**config.mk**
```make
export PLATFORM = sky130hd
export DESIGN_NAME = strobe_ctl
export DESIGN_NICKNAME = d
export VERILOG_FILES = /design/src/rtl/strobe_ctl.v /design/src/rtl/phase_gen.v /design/src/rtl/special_addr.v
export VERILOG_INCLUDE_DIRS = /design/src /design/src/rtl
export SDC_FILE = /design/constraint.sdc
export NUM_CORES = 1
export LEC_CHECK = 0
export CORE_ASPECT_RATIO = 0.7
export CORE_MARGIN = 3
export CORE_UTILIZATION = 40
export CTS_BUF_LIST = sky130_fd_sc_hd__clkbuf_4 sky130_fd_sc_hd__clkbuf_8
export DETAILED_ROUTE_END_ITERATION = 8
export DONT_BUFFER_PORTS = 1
export PLACE_DENSITY_LB_ADDON = 0.08
export RECOVER_POWER = 25
export SYNTH_ARGS = -nofsm -noshare
export SYNTH_HDL_FRONTEND = slang
export SYNTH_HIERARCHICAL = 1
export SYNTH_SLANG_ARGS = --single-unit
export TNS_END_PERCENT = 1
```
**constraint.sdc**
```tcl
create_clock -name sys_clk -period 2.7 [get_ports sys_clk]
set_input_delay 0.405 -clock sys_clk [delete_from_list [all_inputs] [get_ports sys_clk]]
set_output_delay 0.405 -clock sys_clk [all_outputs]
set_load 0.01 [all_outputs]
```
**src/rtl/strobe_ctl_regs.vh**
```
`ifndef STROBE_CTL_REGS_VH
`define STROBE_CTL_REGS_VH

// Register offsets (byte addresses, one word each)
`define OFS_CONTROL 8'h00
`define OFS_OPCODES 8'h04
`define OFS_STATUS 8'h08
`define OFS_CURSOR 8'h0C
`define OFS_MDATA 8'h10
`define OFS_ADDR 8'h14
`define OFS_STROBES 8'h18

// Control register fields
`define CTL_RUN 0
`define CTL_WAIT 1
`define CTL_INSERT_N 2
`define CTL_EXEC_A 3
`define CTL_EXEC_B 4
`define CTL_BYPASS 5
`define CTL_BOOT_DONE_N 6
`define CTL_CUR_ADDR 7
`define CTL_CUR_SEL 8
`define CTL_INSTR_DONE 9
`define CTL_LAST_EXT 10
`define CTL_IRQ_PEND 11
`define CTL_EXT_D 12
`define CTL_IO_NACK_N 13
`define CTL_PWR_RESTART 14
`define CTL_LOWCLK_N 15
`define CTL_REG_RESET_N 16
`define CTL_DEV_LSB 20
`define CTL_RESET 32'h0001_E044

// Opcode decode register fields (each active low)
`define OPC_MOVE_LINE 0
`define OPC_LOAD_CUR 1
`define OPC_CLR_LINE 2
`define OPC_CLR_CHAR 3
`define OPC_MOVE_CUR 4
`define OPC_STORE 5
`define OPC_STORE_CUR 6
`define OPC_RESET 32'h0000_007F

// Special addresses
`define ADDR_IRQ_SAVE 12'hFF8
`define ADDR_PC_STEP 12'h002
`define ADDR_RESTART 12'hFFC
`define ADDR_CTRL_BASE 12'hFE0
`define ADDR_MDATA_MASK 16'h0FFF

// Phase timing
`define PHASE_COUNT 5'd20
`define PH_MDR_CAPTURE 5'd4
`define PH_BYTE 5'd9
`define PH_CURSOR 5'd14
`define PH_MAR 5'd19

`endif

```
**src/rtl/strobe_ctl.v**
```verilog
// Notes on behaviour
// - Line load strobe fires low at T14 when move-acc-to-line decoded.
// - Cursor load: upper six bits to line, lower six to character.
// - Cursor transfer enable in execute-B on addressed+select, or load-cursor.
// - Cursor transfer strobes line and character only at T14.
// - Reset strobes both; clear/move ops strobe line or character alone.
// - Data register captures data bus at T4 unless waiting idle.
// - Low insert control from console suppresses memory capture.
// - Acc-to-data enable: bypass high and store in execute-A or boot done.
// - Byte strobe loads accumulator into half word at T9.
// - Aux-to-data enable: bypass high and store-cursor in execute-A.
// - Low field and upper field strobed separately; low field also on request.
// - Address bus from aux unit unless special path takes over.
// - Interrupt entry places FF8 on address bus.
// - Ext D gates controller save address.
// - Unacknowledged I/O gates controller save address.
// - Power restart forces address register to FFC.
// - Address register strobed each T19 except while idle waiting.
//
// Register access over Avalon-MM and the register addresses were chosen for this implementation.
`timescale 1ns/1ps
`include "strobe_ctl_regs.vh"
module strobe_ctl #(
	parameter PHASES = 20
) (
	// Clock and reset
	input wire sys_clk,
	input wire rstn,
	// Avalon-MM slave
	input wire [7:0] avs_address,
	input wire avs_read,
	input wire avs_write,
	input wire [31:0] avs_writedata,
	output reg [31:0] avs_readdata,
	output wire avs_waitrequest,
	// Datapath inputs
	input wire [15:0] mem_data_bus,
	input wire [7:0] accumulator_reg,
	input wire [11:0] aux_arith_bus,
	// Strobes and enables
	output wire line_load_strobe,
	output wire char_load_strobe,
	output wire cursor_xfer_enable,
	output wire acc_to_mdata_enable,
	output wire aux_to_mdata_enable,
	output wire byte_write_strobe,
	output wire low_field_capture_strobe,
	output wire memory_capture_strobe,
	output wire mar_strobe,
	output wire special_addr_gate,
	// Registers seen by the datapath
	output reg [5:0] cursor_line_reg,
	output reg [5:0] cursor_char_reg,
	output reg [15:0] mem_data_reg,
	output reg [11:0] mem_addr_reg,
	output reg [11:0] mem_addr_bus,
	output wire [4:0] phase
);
	reg [31:0] ctl_r;
	reg [31:0] opc_r;
	reg [9:0] strobe_cnt_r;
	reg ack_r;
	wire [4:0] phase_w;
	wire t4, t9, t14, t19;
	wire op_move_acc_to_line, op_load_cursor, op_clear_line, op_clear_char;
	wire op_move_acc_to_cursor, op_store, op_store_cursor;
	wire wait_idle, insert_n, exec_a, exec_b, bypass, boot_char_done_n;
	wire cursor_addressed, cursor_select_cond, low_field_clock_req_n, register_reset_n;
	wire cur_xfer, acc_en, aux_en, sp_gate;
	wire [11:0] sp_addr;

	phase_gen #(.PHASES(PHASES)) u_phase (
		.sys_clk(sys_clk),
		.rstn(rstn),
		.run(ctl_r[`CTL_RUN]),
		.phase_r(phase_w)
	);
	assign phase = phase_w;

	// One-phase-wide pulses
	assign t4 = (phase_w == `PH_MDR_CAPTURE);
	assign t9 = (phase_w == `PH_BYTE);
	assign t14 = (phase_w == `PH_CURSOR);
	assign t19 = (phase_w == `PH_MAR);

	assign op_move_acc_to_line = opc_r[`OPC_MOVE_LINE];
	assign op_load_cursor = opc_r[`OPC_LOAD_CUR];
	assign op_clear_line = opc_r[`OPC_CLR_LINE];
	assign op_clear_char = opc_r[`OPC_CLR_CHAR];
	assign op_move_acc_to_cursor = opc_r[`OPC_MOVE_CUR];
	assign op_store = opc_r[`OPC_STORE];
	assign op_store_cursor = opc_r[`OPC_STORE_CUR];
	assign wait_idle = ctl_r[`CTL_WAIT];
	assign insert_n = ctl_r[`CTL_INSERT_N];
	assign exec_a = ctl_r[`CTL_EXEC_A];
	assign exec_b = ctl_r[`CTL_EXEC_B];
	assign bypass = ctl_r[`CTL_BYPASS];
	assign boot_char_done_n = ctl_r[`CTL_BOOT_DONE_N];
	assign cursor_addressed = ctl_r[`CTL_CUR_ADDR];
	assign cursor_select_cond = ctl_r[`CTL_CUR_SEL];
	assign low_field_clock_req_n = ctl_r[`CTL_LOWCLK_N];
	assign register_reset_n = ctl_r[`CTL_REG_RESET_N];

	// Cursor transfer
	assign cur_xfer = exec_b && ((cursor_addressed && cursor_select_cond) || !op_load_cursor);
	assign cursor_xfer_enable = ~cur_xfer;
	assign line_load_strobe = ~(t14 && (cur_xfer || !register_reset_n
		|| !op_clear_line || !op_move_acc_to_line));
	assign char_load_strobe = ~(t14 && (cur_xfer || !register_reset_n
		|| !op_clear_char || !op_move_acc_to_cursor));

	// Memory data register
	assign memory_capture_strobe = t4 && !wait_idle && insert_n;
	assign acc_en = bypass && ((!op_store && exec_a) || !boot_char_done_n);
	assign acc_to_mdata_enable = ~acc_en;
	assign byte_write_strobe = acc_en && t9;
	assign aux_en = bypass && !op_store_cursor && exec_a;
	assign aux_to_mdata_enable = ~aux_en;
	assign low_field_capture_strobe = memory_capture_strobe || (t9 && !low_field_clock_req_n);

	// Address path
	assign mar_strobe = t19 && !wait_idle;
	special_addr u_spaddr (
		.instr_done(ctl_r[`CTL_INSTR_DONE]),
		.last_ext(ctl_r[`CTL_LAST_EXT]),
		.irq_pend(ctl_r[`CTL_IRQ_PEND]),
		.ext_d(ctl_r[`CTL_EXT_D]),
		.io_nack_n(ctl_r[`CTL_IO_NACK_N]),
		.pwr_restart(ctl_r[`CTL_PWR_RESTART]),
		.dev_num(ctl_r[`CTL_DEV_LSB+3:`CTL_DEV_LSB]),
		.gate(sp_gate),
		.addr(sp_addr)
	);
	assign special_addr_gate = sp_gate;

	always @* begin
		if (sp_gate)
			mem_addr_bus = sp_addr;
		else
			mem_addr_bus = aux_arith_bus;
	end

	always @(posedge sys_clk or negedge rstn) begin
		if (!rstn) begin
			cursor_line_reg <= 6'h00;
			cursor_char_reg <= 6'h00;
			mem_data_reg <= 16'h0000;
			mem_addr_reg <= 12'h000;
			strobe_cnt_r <= 10'h000;
		end else begin
			if (!line_load_strobe)
				cursor_line_reg <= (!register_reset_n || !op_clear_line) ? 6'h00
					: (cur_xfer ? aux_arith_bus[11:6] : accumulator_reg[5:0]);
			if (!char_load_strobe)
				cursor_char_reg <= (!register_reset_n || !op_clear_char) ? 6'h00
					: (cur_xfer ? aux_arith_bus[5:0] : accumulator_reg[5:0]);
			if (memory_capture_strobe)
				mem_data_reg[15:12] <= mem_data_bus[15:12];
			if (byte_write_strobe)
				mem_data_reg[7:0] <= accumulator_reg;
			else if (low_field_capture_strobe)
				mem_data_reg[11:0] <= aux_en ? aux_arith_bus : mem_data_bus[11:0];
			if (mar_strobe)
				mem_addr_reg <= mem_addr_bus;
			if (mar_strobe || byte_write_strobe)
				strobe_cnt_r <= strobe_cnt_r + 10'h001;
		end
	end

	// Avalon slave: one wait state on every access
	assign avs_waitrequest = (avs_read || avs_write) && !ack_r;
	always @(posedge sys_clk or negedge rstn) begin
		if (!rstn) begin
			ack_r <= 1'b0;
			ctl_r <= `CTL_RESET;
			opc_r <= `OPC_RESET;
			avs_readdata <= 32'h0000_0000;
		end else begin
			ack_r <= (avs_read || avs_write) && !ack_r;
			if (avs_write && !ack_r) begin
				case (avs_address)
				`OFS_CONTROL: ctl_r <= avs_writedata;
				`OFS_OPCODES: opc_r <= avs_writedata;
				default: ;
				endcase
			end
			if (avs_read && !ack_r) begin
				case (avs_address)
				`OFS_CONTROL: avs_readdata <= ctl_r;
				`OFS_OPCODES: avs_readdata <= opc_r;
				`OFS_STATUS: avs_readdata <= {16'h0000, sp_gate, cur_xfer, acc_en, aux_en, strobe_cnt_r, phase_w[1:0]};
				`OFS_CURSOR: avs_readdata <= {20'h0_0000, cursor_line_reg, cursor_char_reg};
				`OFS_MDATA: avs_readdata <= {16'h0000, mem_data_reg};
				`OFS_ADDR: avs_readdata <= {20'h0_0000, mem_addr_reg};
				`OFS_STROBES: avs_readdata <= {27'h000_0000, phase_w};
				default: avs_readdata <= 32'h0000_0000;
				endcase
			end
		end
	end
endmodule // strobe_ctl

```
**src/rtl/phase_gen.v**
```verilog
`timescale 1ns/1ps
module phase_gen #(
	parameter PHASES = 20
) (
	// Clock and reset
	input wire sys_clk,
	input wire rstn,
	input wire run,
	// Phase number 1..PHASES, 0 while stopped
	output reg [4:0] phase_r
);
	localparam [4:0] LAST_PHASE = PHASES;
	always @(posedge sys_clk or negedge rstn) begin
		if (!rstn)
			phase_r <= 5'h00;
		else if (!run)
			phase_r <= 5'h00;
		else if (phase_r == LAST_PHASE || phase_r == 5'h00)
			phase_r <= 5'h01;
		else
			phase_r <= phase_r + 5'h01;
	end
endmodule // phase_gen

```
**src/rtl/special_addr.v**
```verilog
`timescale 1ns/1ps
`include "strobe_ctl_regs.vh"
module special_addr (
	// Conditions
	input wire instr_done,
	input wire last_ext,
	input wire irq_pend,
	input wire ext_d,
	input wire io_nack_n,
	input wire pwr_restart,
	input wire [3:0] dev_num,
	// Result
	output reg gate,
	output reg [11:0] addr
);
	wire [11:0] ctrl_addr;
	// Each controller owns a four-byte save slot from the base; numbers 8 to 15 wrap to 000 to 01C
	assign ctrl_addr = `ADDR_CTRL_BASE + {6'h00, dev_num[3:0], 2'b00};
	always @* begin
		gate = 1'b0;
		addr = 12'h000;
		if (pwr_restart) begin
			gate = 1'b1;
			addr = `ADDR_RESTART;
		end else if (ext_d || !io_nack_n) begin
			gate = 1'b1;
			addr = ctrl_addr;
		end else if (instr_done && !last_ext && irq_pend) begin
			gate = 1'b1;
			addr = `ADDR_IRQ_SAVE;
		end
	end
endmodule // special_addr

```
==> reports/metrics.yaml, run 1 <==
grt:
  overflow: 0
  grt_pass1_wl_um: 35300
  grt_antenna_before_repair: 0
  grt_max_degree: 153
  grt_pass1_vias: 5313
  grt_usage: 0.234
worst_setup_path:
  cp.required_ps: 2300
  r2r-start: "u_phase/phase_r[2]"
  startpoint: "ctl_r[12]"
  cp-start-kind: "flop"
  crit_path_end_kind: "primary output"
  cp_max_fo: 7
  timing_worst_setup_path_type: "flop to primary output"
  cp.arrival_ps: 2150
placement:
  numPortBuffers: 0
  gp_congestion: 0.892
  dp_hpwl_um: 17400
  dp_cells: 847
sta:
  max_freq_mhz: 391
  rsz0062_at_grt: "false"
  relSlewSlack: 0.381
  finalHoldViolCount: 152
  report.final.slew_viol_count: 0
  finClkSkew_ps: 15.6
  period_minus_slack_ps: 2560
  setup_tns_ps: 0
  whs_ps: -358
  tightest_slew_ps: 918
  final.period_utilization: 0.947
  setup_viol_count_final: 0
clocking:
  worstSkewPairLatency_ps: 460
  cts_root_buffer: "clkbuf_8"
  h-tree-depth: 4
  clkSlewWorstSetupHoldPaths_ps: 80
  cts_buffers: 17
  cts_tree: "built"
  post-cts-setup-buffers: 0
  clkSinkCount: 152
  ctsLongestPathBuffers: 2
floorplanning:
  die-area_um2: 20200
  dieWidth_um: 169
  die_h_um: 120
  coreArea_um2: 17700
  initial_core_util: 0.420
  rows: 40
  num_io_pins: 180
drt:
  routed_wl_um: 23500
  met1Wirelength_um: 10900
  wl_met2_um: 9510
  via_per_inst: 6.03
  avgRoutedWirePerCell_um: 26.7
  drt-initial-drc-count: 456
  drc: 0
  route.vias.total: 5297
  drtPass1Iterations: 5
  ant_nets: 0
  top_layer_used: "met4"
  wl_met3_um: 2800
min_path:
  hp-class: "primary input to asynchronous set/reset pin"
synthesis:
  synth_area_um2: 7420
  synth_area_leader_cell: "dfrtp_1"
  synth_area_leaders: "dfrtp_1, mux2_2, mux2i_1"
  synth-edff-count: 0
  synth_cells: 638
  synthFlopType: "dfrtp_1"
  synth_area_per_cell_um2: 11.6
  yosysWarnings: 6
  synth_cell_type_count: 67
  seq_area_frac_synth: 0.515
  ys_ff_latch: 152
  synth_top_cell_area_share: 0.469
  async_flop_share: 1.00
power_and_ir_drop:
  peakVddDrop_v: 0.000246
  p_per_area_nw_per_um2: 538
  power_leakage_uw: 0.00383
finish:
  layout.cells.non_filler: 879
  nets: 718
  antenna_cells: 0
  syn2layout_area_growth_pct: 8.54
  reg_top3: "avs_readdata x32, ctl_r x32, opc_r x32"
  drive_gt1_frac: 0.289
  n_fill_cell: 1635
run_status:
  violations: "hold timing"
  run_status: "finished with violations"
run:
  maxCapViolCount: 0
-- kinds of logic (layout without fill, tap and decap cells) --
logic type,Yosys count,in the layout,synth area share
adders and majority gates,3,3,0.00506
muxes,141,141,0.208
AOI/OAI and AO/OA,129,129,0.128
buffers and inverters,52,61,0.0371
and+or+nand+nor,150,150,0.0943
other,1,2,0.000506
DFF,152,152,0.515
xor gates and xnor gates,10,10,0.0118
-- per-stage QoR --
stage	worst slack [ps]	utilization	hold slack [ps]	cell area (µm²)	power, µW
2_1_floorplan	644	-	109	7420	2580
3_3_place_gp	442	0.433	115	7660	2620
3_5_place_dp	427	0.433	113	7660	2620
4_1_cts	5.58	0.455	-384	8050	4350
5_1_grt	36.3	0.456	-394	8050	4490
6_report	144	0.456	-358	8050	4330
-- per-layer routing --
| metal | vias to the layer above | track usage |
|---|---|---|
| met5 | - | 0 |
| met4 | 0 | 0.0501 |
| met3 | 19 | 0.0968 |
| met2 | 270 | 0.320 |
| met1 | 2692 | 0.346 |
| li1 | 2316 | - |
-- cell type report --
class,count,area [µm²],share of cell area
inverter,10,37.5,0.00466
tap,231,289,0.0359
clock inverter,9,103,0.0127
timing repair buffer,19,168,0.0208
multi-input combinational,435,3350,0.416
sequential,152,3820,0.475
clock buffer,23,285,0.0354
-- synth_stat cells, drive strengths merged, types with 4 or more instances --
cell	n
a21oi	19
and3	5
mux2i	45
xnor2	5
dfrtp	139
nor2b	6
clkbuf	13
or3	4
nand3	6
inv	10
a22o	7
nor2	20
a221o	6
xor2	5
nand2	83
nand2b	5
dfstp	13
a22oi	11
mux2	95
buf	29
o22ai	4
nand4	8
o21ai	45
-- report_power, final --
| part | internal [µW] | switching [µW] | total, µW |
|---|---|---|---|
| clock network | 890 | 864 | 1750 |
| logic | 99.7 | 129 | 228 |
| registers | 2320 | 33.5 | 2350 |
| total | 3310 | 1030 | 4330 |
-- worst max-delay path: stages, from the launching register on --
cell and delay, ps:
dfrtp_1 390, and2b_1 220, o21ai_0 720, mux2_2 360
-- path summary, 6_finish.rpt --
check,endpoint,depth (start not counted),slack (ps)
min in group sys_clk,mem_data_reg[13],2,70
setup / recovery,mem_addr_bus[7],3,140
max in group asynchronous,ctl_r[6],0,2800
hold reg to reg,strobe_cnt_r[9],1,480
setup reg to reg,mem_data_reg[7],6,480
hold / removal,avs_readdata[19],0,-360
-- placed cells by master (no fill, tap or decap), drive strengths merged, types with 4 or more instances in the layout --
cell type | synthesis | layout
o21ai | 45 | 45
and3 | 5 | 5
nand3 | 6 | 6
mux2i | 45 | 45
buf | 29 | 19
nand2 | 83 | 83
inv | 10 | 10
clkbuf | 13 | 23
nor2 | 20 | 20
dfstp | 13 | 13
mux2 | 95 | 95
nor2b | 6 | 6
clkinv | 0 | 4
xor2 | 5 | 5
a22oi | 11 | 11
xnor2 | 5 | 5
a22o | 7 | 7
or3 | 4 | 4
nand4 | 8 | 8
nand2b | 5 | 5
a221o | 6 | 6
dfrtp | 139 | 139
a21oi | 19 | 19
o22ai | 4 | 4
-- repair_timing --
action	in CTS	in global routing
setup endpoints to repair	12	11
pin swaps	0	0
endpoints found under the hold margin	152	152
gates resized for setup	1	1
gates cloned	0	0
No activity file was read; power rests on OpenSTA's default activity.
==> inputs of run 2 (changes only) <==
PLACE_DENSITY_LB_ADDON = 0.25   (was 0.08)
==> run 2 against run 1 <==
  * The flow still finishes with violations (hold timing)
  * Total power is 4.2% lower
  * Wire length is 0.91% lower
  * Combinational power is 3% lower
==> reports/metrics.yaml, run 2 (synthesized netlist as in run 1, its figures left out) <==
power_and_ir_drop:
  p_per_area_nw_per_um2: 519  # -3.7%
  peakVddDrop_v: 0.000254  # +3.3%
  fin_total_pwr_uw: 4150  # -4.2%
  power_leakage_uw: 0.00381  # -0.50%
worst_setup_path:
  r2r_slack_ps: 440  # -40 ps
  slowest_stage: "dfrtp_1"
  worst_r2r_path_depth: 5  # -1
  cp_max_fo: 11  # +4
  timing_worst_setup_path_type: "flop to primary output"
  crit_chain: "nand4bb_1 -> a2111oi_4 -> buf_4"
  cp-start-kind: "flop"
  cp.arrival_ps: 2080  # -70 ps
  crit_path_end_kind: "primary output"
  cp.required_ps: 2300  # about the same
  slowest_delay_ps: 570  # -150 ps
sta:
  setup_tns_ps: 0  # unchanged
  finClkSkew_ps: 15.4  # -0.216 ps
  period_minus_slack_ps: 2480  # -75.9 ps
  setup_viol_count_final: 0  # unchanged
  finalWorstSetupSlack_ps: 219  # +75.9 ps
  rsz0062_at_grt: "false"
  finalHoldViolCount: 152  # unchanged
  relSlewSlack: 0.537  # +0.155
  whs_ps: -365  # -6.53 ps
  report.final.slew_viol_count: 0  # unchanged
  max_freq_mhz: 403  # +3.1%
  tightest_slew_ps: 690  # -229 ps
  final.period_utilization: 0.919  # -0.0281
placement:
  preCtsSetupSlack_ps: 364  # -62.9 ps
  numPortBuffers: 0  # unchanged
  gp_congestion: 0.931  # +4.3%
  dp_hpwl_um: 17600  # +0.81%
floorplanning:
  die_h_um: 120  # unchanged
  die-area_um2: 20200  # unchanged
  initial_core_util: 0.420  # unchanged
  coreArea_um2: 17700  # unchanged
  rows: 40  # unchanged
  dieWidth_um: 169  # unchanged
  num_io_pins: 180  # unchanged
finish:
  reg_top3: "avs_readdata x32, ctl_r x32, opc_r x32"
  final_common_cell: "dfrtp_1"
  finish.utilization: 0.453  # -0.00241
  n_fill_cell: 1626  # -0.55%
  mostFrequentLayoutCells: "dfrtp_1, mux2_2, nand2_1"
  syn2layout_area_growth_pct: 7.96
  drive_gt1_frac: 0.290  # +0.00174
  nets: 721  # +0.42%
  antenna_cells: 0  # unchanged
drt:
  drc: 0  # unchanged
  drt-initial-drc-count: 417  # -8.6%
  routed_wl_um: 23300  # -0.91%
  drtPass1Iterations: 4  # -1
  via_per_inst: 5.99  # -0.58%
  avgRoutedWirePerCell_um: 26.4  # -1.2%
  route.vias.total: 5284  # -0.25%
  ant_nets: 0  # unchanged
grt:
  grt_antenna_before_repair: 0  # unchanged
  grt_pass1_vias: 5321  # +0.15%
  grt_max_degree: 153  # unchanged
  grt_pass1_wl_um: 34600  # -2.0%
  overflow: 0  # unchanged
  grt_usage: 0.230  # -0.00387
clocking:
  cts_root_buffer: "clkbuf_8"
  h-tree-depth: 4  # unchanged
  clkSlewWorstSetupHoldPaths_ps: 90  # about the same
  cts_buffers: 17  # unchanged
  ctsLongestPathBuffers: 2  # unchanged
  worstSkewPairLatency_ps: 470  # about the same
  clkSinkCount: 152  # unchanged
  cts_tree: "built"
run_status:
  run_status: "finished with violations"
  violations: "hold timing"
min_path:
  hp-class: "primary input to asynchronous set/reset pin"
run:
  maxCapViolCount: 0  # unchanged
==> run 2: final cells by class <==
cell class,instances,area [µm²],area share
sequential,152,3820,0.477
tap,231,289,0.0361
clock buffer,21,277,0.0345
inverter,10,37.5,0.00469
multi-input combinational,435,3350,0.418
clock inverter,11,73.8,0.00922
timing repair buffer,22,165,0.0206
==> run 2: critical path: cells and delay by family, from the launching register on <==
family,cells,cell delay (ps)
DFF,1,570
buffers and inverters,1,290
AOI/OAI and AO/OA,1,480
and+or+nand+nor,1,260
==> run 2: layer usage <==
layer  track usage  share of wire
met5             0              0
met4        0.0537          0.011
met2         0.330           0.42
met3        0.0958           0.11
met1         0.324           0.46
==> run 2: power by group <==
group | internal [µW] | switching [µW] | leakage [µW]
sequential | 2320 | 34.7 | 0.00196
clock | 702 | 878 | 0.000179
combinational | 98.3 | 122 | 0.00168
==> run 2: path summary, 6_finish.rpt <==
kind,startpoint,end
setup / recovery,u_phase/phase_r[0],byte_write_strobe
hold / removal,rstn,ack_r
setup reg to reg,u_phase/phase_r[0],mem_data_reg[2]
hold reg to reg,strobe_cnt_r[9],strobe_cnt_r[9]
max in group asynchronous,rstn,ctl_r[14]
min in group sys_clk,mem_data_bus[15],mem_data_reg[15]
==> run 2: stage by stage <==
step           cells  area [µm²]
4_1_cts          880        7990
3_3_place_gp     848        7640
5_1_grt          882        8010
2_1_floorplan    639        7420
6_report         882        8010
3_5_place_dp     848        7640
==> run 2: repair_timing <==
action | 4_1_cts | 5_1_grt
pin swaps | 0 | 1
gates resized for setup | 2 | 0
buffers inserted | 0 | 2
endpoints found under the hold margin | 152 | 152
endpoints found under the setup margin | 12 | 1
==> inputs of run 3 (changes only) <==
CELL_PAD_IN_SITES_DETAIL_PLACEMENT = 1   (was not set)
CELL_PAD_IN_SITES_GLOBAL_PLACEMENT = 1   (was not set)
RECOVER_POWER = 50   (was 25)
==> run 3 against run 2 <==
  * Clock-buffer cell count shrank 1
  * First-iteration DRC count grew 14%
  * Clock power grew 13%
  * Combinational power grew 3%
  * The flow still finishes with violations (hold timing)
  * Sequential share of layout area shrank 0.14 points
  * Register-to-register slack lost 130 ps
  * Final cell count shrank 0.34%
  * Via count grew 2.2%
==> reports/metrics.yaml, run 3 (synthesized netlist as in run 1, its figures left out) <==
run_status:
  run_status: "finished with violations"
  violations: "hold timing"
floorplanning:
  num_io_pins: 180  # unchanged
  initial_core_util: 0.420  # unchanged
  die-area_um2: 20200  # unchanged
  die_h_um: 120  # unchanged
  coreArea_um2: 17700  # unchanged
  dieWidth_um: 169  # unchanged
  rows: 40  # unchanged
finish:
  nets: 718  # -0.42%
  drive_gt1_frac: 0.289  # -0.00174
  fin_area_um2: 8030  # +0.30%
  mostFrequentLayoutCells: "dfrtp_1, mux2_2, nand2_1"
  reg_top3: "avs_readdata x32, ctl_r x32, opc_r x32"
  syn2layout_area_growth_pct: 8.28
  final_common_cell: "dfrtp_1"
  antenna_cells: 0  # unchanged
power_and_ir_drop:
  p_per_area_nw_per_um2: 543  # +4.8%
  peakVddDrop_v: 0.000256  # +0.85%
  power_leakage_uw: 0.00382  # +0.18%
worst_setup_path:
  timing_worst_setup_path_type: "flop to primary output"
  crit_chain: "buf_4 -> nor3b_1 -> nand4_1 -> buf_4 -> nand2_1"
  r2r_end: "mem_data_reg[6]"
  crit_path_end_kind: "primary output"
  r2r_slack_ps: 310  # -130 ps
  cp_top_family: "simple AND/OR/NAND/NOR gates"
  r2r-start: "ctl_r[5]"
  worst_r2r_path_depth: 6  # +1
  cp_num_buf_inv: 2  # +1
  slowest_delay_ps: 410  # -160 ps
  slowest_stage: "dfrtp_1"
  cp_max_fo: 8  # -3
  cp-start-kind: "flop"
  cp.required_ps: 2300  # about the same
  cpMostUsedCell: "buf_4"
  cp.arrival_ps: 2160  # +80 ps
placement:
  dpl_cell_area_um2: 7630  # about the same
  preCtsSetupSlack_ps: 430  # +66.2 ps
  dp_hpwl_um: 18500  # +5.1%
  gp_congestion: 0.909  # -2.4%
  numPortBuffers: 0  # unchanged
clocking:
  cts_buffers: 17  # unchanged
  post-cts-setup-buffers: 0  # unchanged
  clkSlewWorstSetupHoldPaths_ps: 90  # about the same
  h-tree-depth: 4  # unchanged
  cts_tree: "built"
  worstSkewPairLatency_ps: 460  # about the same
  cts_root_buffer: "clkbuf_8"
  ctsLongestPathBuffers: 2  # unchanged
  clkSinkCount: 152  # unchanged
sta:
  max_freq_mhz: 389  # -3.5%
  finClkSkew_ps: 11.6  # -3.74 ps
  tightest_slew_ps: 872  # +183 ps
  final.period_utilization: 0.952  # +0.0331
  relSlewSlack: 0.417  # -0.119
  rsz0062_at_grt: "false"
  period_minus_slack_ps: 2570  # +89.3 ps
  report.final.slew_viol_count: 0  # unchanged
  whs_ps: -364  # +0.881 ps
  setup_viol_count_final: 0  # unchanged
  setup_tns_ps: 0  # unchanged
  finalWorstSetupSlack_ps: 130  # -89.3 ps
  finalHoldViolCount: 152  # unchanged
min_path:
  hp-class: "primary input to asynchronous set/reset pin"
drt:
  drtPass1Iterations: 7  # +3
  drc: 0  # unchanged
  routed_wl_um: 24700  # +6.2%
  avgRoutedWirePerCell_um: 28.1  # +6.6%
  route.vias.total: 5400  # +2.2%
  via_per_inst: 6.14  # +2.5%
  drt-initial-drc-count: 474  # +14%
  ant_nets: 0  # unchanged
grt:
  grt_pass1_vias: 5689  # +6.9%
  grt_usage: 0.249  # +0.0186
  grt_pass1_wl_um: 37700  # +8.9%
  grt_max_degree: 153  # unchanged
  overflow: 0  # unchanged
  grt_antenna_before_repair: 1  # +1
run:
  maxCapViolCount: 0  # unchanged
-- run 3: through the flow --
step	utilization	power [µW]	std cells
final	0.455	4360	879
after global routing	0.455	4530	879
after CTS	0.455	4390	879
after detailed placement	0.432	2620	847
after global placement	0.432	2610	847
after floorplan	-	2580	639
-- run 3: worst register-to-register path: stages (launching register included) --
cell and delay (ps):
dfrtp_1 410, nand2_1 80, nor2_1 570, inv_1 580, mux2i_1 300, o21ai_0 90
mux2_2 260
-- run 3: layout make-up --
class	count	area (µm²)
clock buffers	20	269
inverters	10	37.5
clock inverters	12	125
well taps	231	289
repair buffers	19	143
multi-input cells	435	3350
flip-flops and latches	152	3820
fillers	1885	9640
-- run 3: how the worst max path moves through the flow --
stage,start,end,slack (ps),depth (start not counted)
after detailed placement,ctl_r[13],mem_addr_reg[2],430,4
final,u_phase/phase_r[0],low_field_capture_strobe,130,5
after CTS,u_phase/phase_r[0],low_field_capture_strobe,160,5
after floorplan,ctl_r[13],mem_addr_bus[10],640,4
after global routing,u_phase/phase_r[2],low_field_capture_strobe,80,5
after global placement,ctl_r[13],mem_addr_bus[2],460,3
-- run 3: routing by layer --
layer,up-vias,track usage,wire length (µm)
li1,2315,-,-
met3,21,0.104,2820
met1,2798,0.352,11000
met2,266,0.357,10600
met5,-,0,0
met4,0,0.0537,276
-- run 3: report_power, final --
| part | switching [µW] | internal [µW] |
|---|---|---|
| logic | 129 | 98.0 |
| clock network | 909 | 876 |
| registers | 34.6 | 2320 |
-- run 3: repair_timing --
action,CTS,global route
setup endpoints to repair,12,0
hold endpoints to repair,152,152
resized for setup,2,0
